--- config.mk ---
export PLATFORM = sky130hd
export DESIGN_NAME = pkrim_top
export DESIGN_NICKNAME = d
export VERILOG_FILES = /design/src/pkrim_pkg.sv /design/src/pkrim_top.sv /design/src/pkrim_key_reset.sv
export SDC_FILE = /design/constraint.sdc
export NUM_CORES = 1
export LEC_CHECK = 0
export BUFFER_PORTS_ARGS = -buffer_cell sky130_fd_sc_hd__buf_2
export CAP_MARGIN = 20
export CORE_MARGIN = 8
export CORE_UTILIZATION = 50
export CTS_CLUSTER_DIAMETER = 120
export DETAILED_ROUTE_END_ITERATION = 16
export GPL_TIMING_DRIVEN = 0
export PLACE_DENSITY = 0.78
export SYNTH_ARGS = -nofsm -noshare
export SYNTH_HDL_FRONTEND = slang
export SYNTH_HIERARCHICAL = 1
export SYNTH_SLANG_ARGS = --single-unit
--- constraint.sdc ---
create_clock -name core_clk_i -period 6 [get_ports core_clk_i]
set_clock_uncertainty 0.1 [all_clocks]
set_input_delay 0.6 -clock core_clk_i [delete_from_list [all_inputs] [get_ports core_clk_i]]
set_output_delay 0.6 -clock core_clk_i [all_outputs]
set_load 0.05 [all_outputs]
--- src/pkrim_pkg.sv ---
`default_nettype none

package pkrim_pkg;

   localparam int ADDR_W = 16;
   localparam int DATA_W = 8;
   localparam int NUM_PORTS = 6;
   localparam int KEY_PINS = 4;

   // Register offsets
   localparam logic [15:0] KEY_RESET_CONFIG_OFS = 16'h5209;
   localparam logic [15:0] PORT0_INPUT_ENABLE_OFS = 16'h520a;
   localparam logic [15:0] PORT1_INPUT_ENABLE_OFS = 16'h521a;
   localparam logic [15:0] PORT2_INPUT_ENABLE_OFS = 16'h522a;
   localparam logic [15:0] PORT3_INPUT_ENABLE_OFS = 16'h523a;
   localparam logic [15:0] PORT4_INPUT_ENABLE_OFS = 16'h524a;
   localparam logic [15:0] PORT5_INPUT_ENABLE_OFS = 16'h525a;
   localparam logic [15:0] LOW_PIN_FUNCTION_SELECT_OFS = 16'h52a0;

   // Values after reset
   localparam logic [1:0] KEY_RESET_SELECT_RST = 2'h0;
   localparam logic [7:0] INPUT_ENABLE_RST = 8'hff;
   localparam logic [7:0] LOW_PIN_FUNCTION_SELECT_RST = 8'h00;

   // Field positions in the function select and key reset config registers
   localparam int PIN3_FIELD_LSB = 6;
   localparam int PIN2_FIELD_LSB = 4;
   localparam int PIN1_FIELD_LSB = 2;
   localparam int PIN0_FIELD_LSB = 0;
   localparam int KEY_SELECT_LSB = 0;

   // Function field codes
   localparam logic [1:0] FUNC_GPIO = 2'h0;
   localparam logic [1:0] FUNC_PERIPH = 2'h1;

   // Key reset select codes
   localparam logic [1:0] KEY_OFF = 2'h0;
   localparam logic [1:0] KEY_PINS_1_0 = 2'h1;
   localparam logic [1:0] KEY_PINS_2_0 = 2'h2;
   localparam logic [1:0] KEY_PINS_3_0 = 2'h3;

   // Pins present on this variant, one mask per port; absent bits read zero
   localparam logic [7:0] PORT0_PRESENT = 8'hff;
   localparam logic [7:0] PORT1_PRESENT = 8'hff;
   localparam logic [7:0] PORT2_PRESENT = 8'hff;
   localparam logic [7:0] PORT3_PRESENT = 8'hff;
   localparam logic [7:0] PORT4_PRESENT = 8'hff;
   localparam logic [7:0] PORT5_PRESENT = 8'h0f;

endpackage

`default_nettype wire

--- src/pkrim_top.sv ---
// Design decision made here: strobed register access.
`timescale 1ns/1ps
`default_nettype none

// How it works
// - The two-bit key reset select picks pins 0-3, 0-2, 0-1 of port 0, or none at code zero.
// - While enabled, all selected port-0 pins low together raise an initial reset request.
// - The key reset select returns to off at initial reset, so it is never a power-on source.
// - Each pin has an input enable bit, set after reset, that passes or blocks its level.
// - Enable bits of pins absent on this variant are reserved and read as zero.
// - Pin 3 field (bits 7-6) at code one feeds the pin to the ADC trigger input.
// - Pin 2 field (bits 5-4) defaults to port use, which also feeds the timer clock input.
// - Pin 1 field (bits 3-2) at code one feeds the pin to the remote receive input.
// - Pin 0 field (bits 1-0) at code one drives the pin from the remote transmit output.
// - Pins 0-3 of port 0 are shared, and each function field resets to port use.
module pkrim_top (
   input wire logic core_clk_i,
   input wire logic sys_rst_i,
   input wire logic [15:0] reg_addr_i,
   input wire logic [7:0] reg_wdata_i,
   input wire logic reg_wr_i,
   input wire logic reg_rd_i,
   output logic [7:0] reg_rdata_o,
   input wire logic [7:0] port0_pin_i,
   input wire logic [7:0] port1_pin_i,
   input wire logic [7:0] port2_pin_i,
   input wire logic [7:0] port3_pin_i,
   input wire logic [7:0] port4_pin_i,
   input wire logic [7:0] port5_pin_i,
   output logic [7:0] port0_input_data_o,
   output logic [7:0] port1_input_data_o,
   output logic [7:0] port2_input_data_o,
   output logic [7:0] port3_input_data_o,
   output logic [7:0] port4_input_data_o,
   output logic [7:0] port5_input_data_o,
   input wire logic [3:0] gpio_low_out_i,
   input wire logic [3:0] gpio_low_oe_i,
   output logic [3:0] low_pin_out_o,
   output logic [3:0] low_pin_oe_o,
   input wire logic remote_transmit_out_i,
   output logic remote_receive_in_o,
   output logic adc_trigger_input_n_o,
   output logic timer_ext_clock_in_o,
   output logic key_reset_req_o
);

   // Presence masks gathered per port index
   localparam logic [7:0] PRESENT [pkrim_pkg::NUM_PORTS] = '{
      pkrim_pkg::PORT0_PRESENT,
      pkrim_pkg::PORT1_PRESENT,
      pkrim_pkg::PORT2_PRESENT,
      pkrim_pkg::PORT3_PRESENT,
      pkrim_pkg::PORT4_PRESENT,
      pkrim_pkg::PORT5_PRESENT
   };

   localparam logic [15:0] IEN_OFS [pkrim_pkg::NUM_PORTS] = '{
      pkrim_pkg::PORT0_INPUT_ENABLE_OFS,
      pkrim_pkg::PORT1_INPUT_ENABLE_OFS,
      pkrim_pkg::PORT2_INPUT_ENABLE_OFS,
      pkrim_pkg::PORT3_INPUT_ENABLE_OFS,
      pkrim_pkg::PORT4_INPUT_ENABLE_OFS,
      pkrim_pkg::PORT5_INPUT_ENABLE_OFS
   };

   // Register state
   logic [1:0] key_reset_select_ff;
   logic [7:0] low_pin_function_select_ff;
   logic [7:0] pin_input_enable_bits_ff [pkrim_pkg::NUM_PORTS];
   logic [7:0] reg_rdata_ff;

   // Registered pin-side outputs
   logic [7:0] input_data_ff [pkrim_pkg::NUM_PORTS];
   logic [3:0] low_pin_out_ff;
   logic [3:0] low_pin_oe_ff;
   logic remote_receive_ff;
   logic adc_trigger_n_ff;
   logic timer_clock_ff;

   // Raw pin levels gathered per port index
   wire [7:0] pin_level [pkrim_pkg::NUM_PORTS];
   assign pin_level[0] = port0_pin_i;
   assign pin_level[1] = port1_pin_i;
   assign pin_level[2] = port2_pin_i;
   assign pin_level[3] = port3_pin_i;
   assign pin_level[4] = port4_pin_i;
   assign pin_level[5] = port5_pin_i;

   // Address decode
   wire key_hit;
   wire func_hit;
   wire [pkrim_pkg::NUM_PORTS-1:0] ien_hit;
   wire any_hit;

   assign key_hit = (reg_addr_i == pkrim_pkg::KEY_RESET_CONFIG_OFS);
   assign func_hit = (reg_addr_i == pkrim_pkg::LOW_PIN_FUNCTION_SELECT_OFS);
   assign any_hit = key_hit || func_hit || (ien_hit != '0);

   // Write strobes
   wire key_wr;
   wire func_wr;
   assign key_wr = reg_wr_i && key_hit;
   assign func_wr = reg_wr_i && func_hit;

   // Function fields
   wire [1:0] pin3_function_field;
   wire [1:0] pin2_function_field;
   wire [1:0] pin1_function_field;
   wire [1:0] pin0_function_field;
   assign pin3_function_field = low_pin_function_select_ff[pkrim_pkg::PIN3_FIELD_LSB +: 2];
   assign pin2_function_field = low_pin_function_select_ff[pkrim_pkg::PIN2_FIELD_LSB +: 2];
   assign pin1_function_field = low_pin_function_select_ff[pkrim_pkg::PIN1_FIELD_LSB +: 2];
   assign pin0_function_field = low_pin_function_select_ff[pkrim_pkg::PIN0_FIELD_LSB +: 2];

   wire pin3_is_adc;
   wire pin2_is_gpio;
   wire pin1_is_remote;
   wire pin0_is_remote;
   assign pin3_is_adc = (pin3_function_field == pkrim_pkg::FUNC_PERIPH);
   assign pin2_is_gpio = (pin2_function_field == pkrim_pkg::FUNC_GPIO);
   assign pin1_is_remote = (pin1_function_field == pkrim_pkg::FUNC_PERIPH);
   assign pin0_is_remote = (pin0_function_field == pkrim_pkg::FUNC_PERIPH);

   // Input gating and per-port enable registers
   wire [7:0] gated_level [pkrim_pkg::NUM_PORTS];
   wire [7:0] ien_read [pkrim_pkg::NUM_PORTS];

   genvar gp;
   generate
      for (gp = 0; gp < pkrim_pkg::NUM_PORTS; gp++) begin : g_port
         wire ien_wr;
         assign ien_hit[gp] = (reg_addr_i == IEN_OFS[gp]);
         assign ien_wr = reg_wr_i && ien_hit[gp];
         // Absent pins reset to one but are masked on read, so they read as zero
         assign ien_read[gp] = pin_input_enable_bits_ff[gp] & PRESENT[gp];
         assign gated_level[gp] = pin_level[gp] & ien_read[gp];

         always_ff @(posedge core_clk_i or posedge sys_rst_i) begin
            if (sys_rst_i) begin
               pin_input_enable_bits_ff[gp] <= pkrim_pkg::INPUT_ENABLE_RST;
            end else if (ien_wr) begin
               pin_input_enable_bits_ff[gp] <= reg_wdata_i & PRESENT[gp];
            end
         end

         always_ff @(posedge core_clk_i or posedge sys_rst_i) begin
            if (sys_rst_i) begin
               input_data_ff[gp] <= 8'h00;
            end else begin
               input_data_ff[gp] <= gated_level[gp];
            end
         end
      end
   endgenerate

   assign port0_input_data_o = input_data_ff[0];
   assign port1_input_data_o = input_data_ff[1];
   assign port2_input_data_o = input_data_ff[2];
   assign port3_input_data_o = input_data_ff[3];
   assign port4_input_data_o = input_data_ff[4];
   assign port5_input_data_o = input_data_ff[5];

   // Configuration registers
   always_ff @(posedge core_clk_i or posedge sys_rst_i) begin
      if (sys_rst_i) begin
         key_reset_select_ff <= pkrim_pkg::KEY_RESET_SELECT_RST;
      end else if (key_wr) begin
         key_reset_select_ff <= reg_wdata_i[pkrim_pkg::KEY_SELECT_LSB +: 2];
      end
   end

   always_ff @(posedge core_clk_i or posedge sys_rst_i) begin
      if (sys_rst_i) begin
         low_pin_function_select_ff <= pkrim_pkg::LOW_PIN_FUNCTION_SELECT_RST;
      end else if (func_wr) begin
         low_pin_function_select_ff <= reg_wdata_i;
      end
   end

   // Read mux; unmapped addresses return zero
   wire [7:0] key_read;
   wire [7:0] ien_sel_read;
   wire [7:0] nxt_rdata;

   assign key_read = {6'h00, key_reset_select_ff};

   logic [7:0] ien_or;
   always_comb begin
      ien_or = 8'h00;
      for (int i = 0; i < pkrim_pkg::NUM_PORTS; i++) begin
         if (ien_hit[i]) begin
            ien_or = ien_or | ien_read[i];
         end
      end
   end
   assign ien_sel_read = ien_or;

   assign nxt_rdata = !any_hit ? 8'h00 :
                      key_hit ? key_read :
                      func_hit ? low_pin_function_select_ff :
                      ien_sel_read;

   always_ff @(posedge core_clk_i or posedge sys_rst_i) begin
      if (sys_rst_i) begin
         reg_rdata_ff <= 8'h00;
      end else if (reg_rd_i) begin
         reg_rdata_ff <= nxt_rdata;
      end else begin
         reg_rdata_ff <= 8'h00;
      end
   end

   assign reg_rdata_o = reg_rdata_ff;

   // Pin routing for port 0, pins 0 to 3
   wire [3:0] nxt_low_out;
   wire [3:0] nxt_low_oe;
   wire nxt_remote_receive;
   wire nxt_adc_trigger_n;
   wire nxt_timer_clock;

   assign nxt_low_out[0] = pin0_is_remote ? remote_transmit_out_i : gpio_low_out_i[0];
   assign nxt_low_oe[0] = pin0_is_remote ? 1'b1 : gpio_low_oe_i[0];
   assign nxt_low_out[1] = pin1_is_remote ? 1'b0 : gpio_low_out_i[1];
   assign nxt_low_oe[1] = pin1_is_remote ? 1'b0 : gpio_low_oe_i[1];
   // Pin 2 stays a port pin; timer clock works when software keeps its driver off
   assign nxt_low_out[2] = gpio_low_out_i[2];
   assign nxt_low_oe[2] = gpio_low_oe_i[2];
   assign nxt_low_out[3] = pin3_is_adc ? 1'b0 : gpio_low_out_i[3];
   assign nxt_low_oe[3] = pin3_is_adc ? 1'b0 : gpio_low_oe_i[3];

   assign nxt_remote_receive = pin1_is_remote && gated_level[0][1];
   // Trigger is active low, so it idles high when not routed
   assign nxt_adc_trigger_n = pin3_is_adc ? gated_level[0][3] : 1'b1;
   assign nxt_timer_clock = pin2_is_gpio && gated_level[0][2];

   always_ff @(posedge core_clk_i or posedge sys_rst_i) begin
      if (sys_rst_i) begin
         low_pin_out_ff <= 4'h0;
         low_pin_oe_ff <= 4'h0;
         remote_receive_ff <= 1'b0;
         adc_trigger_n_ff <= 1'b1;
         timer_clock_ff <= 1'b0;
      end else begin
         low_pin_out_ff <= nxt_low_out;
         low_pin_oe_ff <= nxt_low_oe;
         remote_receive_ff <= nxt_remote_receive;
         adc_trigger_n_ff <= nxt_adc_trigger_n;
         timer_clock_ff <= nxt_timer_clock;
      end
   end

   assign low_pin_out_o = low_pin_out_ff;
   assign low_pin_oe_o = low_pin_oe_ff;
   assign remote_receive_in_o = remote_receive_ff;
   assign adc_trigger_input_n_o = adc_trigger_n_ff;
   assign timer_ext_clock_in_o = timer_clock_ff;

   // Key-entry reset watches raw pin levels, independent of input enables
   pkrim_key_reset u_key_reset (
      .core_clk_i(core_clk_i),
      .sys_rst_i(sys_rst_i),
      .key_reset_select_i(key_reset_select_ff),
      .key_pin_i(port0_pin_i[3:0]),
      .key_reset_req_o(key_reset_req_o)
   );

endmodule

`default_nettype wire

--- src/pkrim_key_reset.sv ---
`timescale 1ns/1ps
`default_nettype none

module pkrim_key_reset (
   input wire logic core_clk_i,
   input wire logic sys_rst_i,
   input wire logic [1:0] key_reset_select_i,
   input wire logic [3:0] key_pin_i,
   output logic key_reset_req_o
);

   logic [3:0] pin_ff;
   logic req_ff;
   logic [3:0] used_mask;
   wire all_low;

   always_comb begin
      used_mask = 4'h0;
      unique case (key_reset_select_i)
         pkrim_pkg::KEY_PINS_3_0: used_mask = 4'hf;
         pkrim_pkg::KEY_PINS_2_0: used_mask = 4'h7;
         pkrim_pkg::KEY_PINS_1_0: used_mask = 4'h3;
         pkrim_pkg::KEY_OFF: used_mask = 4'h0;
      endcase
   end

   // Every selected pin low at once; an empty selection never fires
   assign all_low = (used_mask != 4'h0) && ((pin_ff & used_mask) == 4'h0);

   always_ff @(posedge core_clk_i or posedge sys_rst_i) begin
      if (sys_rst_i) begin
         pin_ff <= 4'hf;
         req_ff <= 1'b0;
      end else begin
         pin_ff <= key_pin_i;
         req_ff <= all_low;
      end
   end

   assign key_reset_req_o = req_ff;

endmodule

`default_nettype wire

==> run_results.csv <==
group,metric,value,unit
clock_network,cts.sinks,122,
sta,period_share,36.9,%
die,coreArea,0.00964,mm^2
worst_hold_path,holdCritPathClass,"input pin to register",
synth,ys_seq_area_share,63.3,%
clock_network,cts_tree,"done",
synth,synthArstFlopShare,100,%
synth,yosysUniqueCellTypes,52,
critical_path,cp_data_arrival_time,2510,ps
die,ios,153,
status,status,"finished clean",
critical_path,regToRegSetupSlack,4390,ps
die,core.rowCount,36,
global_routing,grt_pass1_vias,3650,
clock_network,clock_latency,520,ps
sta,fin_setup_tns,0,ps
power_and_ir_drop,power_density,307,mW/mm^2
sta,finalHoldViolCount,0,
worst_hold_path,hold_end,"low_pin_oe_o[2]",
synth,synthTopCellsByCount,"dfrtp_1, mux2_2, dfstp_2",
cells_and_area,layout-area-overhead-vs-synth,31.6,%
critical_path,reg2reg_to,"reg_rdata_o[0]",
synth,netlist_instances,350,
synth,netlist_top_cells_area,"dfrtp_1, dfstp_2, mux2_2, and2_1, nor2_1",
global_routing,antenna_found_initial,0,
global_routing,grt_max_degree,64,
global_routing,grt_pass1_wl,18800,um
clock_network,cts_buffer_depth,2,
power_and_ir_drop,power.leakage,3.24,nW
global_routing,grt_usage,18.9,%
cells_and_area,fin_util,67.1,%
synth,ys.flop_type,"dfrtp_1",
sta,worst_slew_pin_slew,856,ps
die,chipHeight,115,um
place,portBuffers,141,
sta,clock.fmax,0.452,GHz
place,placed_cells,628,
clock_network,cts_made_buffers,17,
clock_network,clk_pin_slew,50,ps
critical_path,start_kind,"input pin",
synth,yosys.area.top_type_share,37.2,%
place,gp_congestion,0.894,
critical_path,timing.rr.start,"ien_read[32]",
die,initial_core_util,51.0,%
clock_network,cts_root_buffer,"clkbuf_8",
synth,yosysWarnings,6,
critical_path,ff2ff_path_depth,5,
route,drc,0,
cells_and_area,stdcell_count,661,
route,first_iter_violations,219,
cells_and_area,nNetsFinal,600,
worst_hold_path,min_from,"gpio_low_oe_i[2]",
cells_and_area,num_antenna_cells,0,
critical_path,critPathMaxFanout,5,
route,postRouteAntennaNets,0,
synth,synth-seq-cells,122,
sta,setup_ws,3790,ps
run,maxCapViolations,0,
sta,slew-limit-headroom,42.6,%
synth,synth_area_leader_cell,"dfrtp_1",
route,wl_per_cell,18.1,um
critical_path,worstPathRequired,6300,ps
critical_path,end_kind,"register",
sta,setup_violations,0,
sta,fin_crit,2210,ps
sta,finalMaxSlewViolations,0,
synth,synth_area,0.00492,mm^2
cells_and_area,drive_gt1_share,57.8,%
die,fp.dieW,115,um
synth,yosysMostFrequentCell,"dfrtp_1",
place,dp_hpwl,8820,um
route,totalWireLength,12000,um
synth,synth_enable_flop_cells,0,
power_and_ir_drop,vdd_drop_max,0.000198,V
route,dr.pass1.iters,4,
route,vias,3414,
clock_network,htreeDepth,4,
synth,synth_area_per_cell,14.0,um^2
place,dpl_cell_area,0.00583,mm^2
global_routing,grt_overflow,0,
place,preCtsSetupSlack,3320,ps
clock_network,post_cts_resize_count,0,
critical_path,path_class,"input pin to register",
die,die_area,0.0133,mm^2
cells_and_area,finalInstanceArea,0.00647,mm^2
route,vias_per_cell,5.16,
sta,rsz0062_at_grt,"false",
worst_hold_path,hold_depth,1,
==> through the flow <==
step | hold slack, ps | total power [mW]
4_1_cts | 57.8 | 2.01
3_5_place_dp | 357 | 0.932
6_report | 89.5 | 1.99
2_1_floorplan | 276 | 0.889
3_3_place_gp | 346 | 0.927
5_1_grt | 60.6 | 2.06
==> worst max path at each step <==
| stage | from | end | slack [ps] | depth (start not counted) |
|---|---|---|---|---|
| detailed placement | reg_addr_i[8] | ien_read[13] | 3320 | 5 |
| floorplan | sys_rst_i | key_reset_select_ff[0] | 2270 | 1 |
| CTS | reg_addr_i[8] | ien_read[9] | 3850 | 5 |
| global placement | sys_rst_i | port4_input_data_o[4] | 1140 | 2 |
| finish | reg_addr_i[2] | reg_rdata_o[6] | 3790 | 6 |
| global route | reg_addr_i[6] | reg_rdata_o[6] | 3680 | 6 |
==> cells in the final DEF, fill, tap and decap left out, types with 3 or more instances in the layout <==
cell type  synthesis  final
buf_2              3    144
clkbuf_16          0     16
mux2_2            57     57
nand2_1           12     12
dfrtp_1           73     73
a222oi_1           4      4
a22oi_1            6      6
conb_1             1      4
a221oi_1           6      6
clkinv_2           0      5
and2_1            48     48
nor2b_1            3      3
nand2b_1           3      3
buf_4              4      4
a211oi_1           5      5
clkbuf_1           4      5
nor2_1            20     20
bufinv_16          0      5
nand3_1            4      4
inv_1              4      3
nor3_1             5      5
dfstp_2           49     49
==> power breakdown <==
part | switching, mW | total (mW) | internal (mW) | leakage (nW)
Clock | 0.344 | 1.07 | 0.723 | 0.307
Sequential | 0.00116 | 0.832 | 0.830 | 1.51
Combinational | 0.0571 | 0.0875 | 0.0304 | 1.42
==> worst max-delay path, cell delays in order <==
cell and delay (ps):
buf_2 110, and4bb_1 380, nand2_1 230, nor4_2 660, a222oi_1 240, a211oi_1 290
==> state kept, by name (all words and copies together), names as in the netlist <==
register                     count
ien_read                        44
key_reset_select_ff              2
reg_rdata_o                      8
adc_trigger_input_n_o            1
port2_input_data_o               8
low_pin_oe_o                     4
port0_input_data_o               8
u_key_reset/pin_ff               4
low_pin_function_select_ff       8
u_key_reset/key_reset_req_o      1
port1_input_data_o               8
port5_input_data_o               4
port3_input_data_o               8
low_pin_out_o                    4
timer_ext_clock_in_o             1
remote_receive_in_o              1
port4_input_data_o               8
==> cells by family after synthesis <==
family          after synthesis  share of synthesized area, %
flops                       122                          63.3
other cells                   1                        0.0763
mux                          61                          14.1
compound gates               30                          4.89
simple gates                120                          15.9
buf+inv                      16                          1.63
==> repair_timing <==
item | CTS | global route
hold buffers | 1 | 0
endpoints found under the setup margin | 0 | 0
setup buffers | 0 | 0
hold endpoints to repair | 1 | 0
==> area by class of cell <==
type	instances	area, um^2
clock buffer	19	432
inverter	4	17.5
timing repair buffer	143	743
buffer	12	65.1
sequential	122	3110
tap	133	166
clock inverter	13	199
fill	723	3170
multi-input combinational	215	1730
==> per-layer routing <==
layer	GRT usage [%]	part of all wire (%)	up-vias
met5	0	0	-
met4	8.06	2.1	0
met3	6.25	7.6	17
met2	32.5	51	132
met1	21.0	39	1693
li1	-	-	1572
Power figures use the tool's default switching activity.
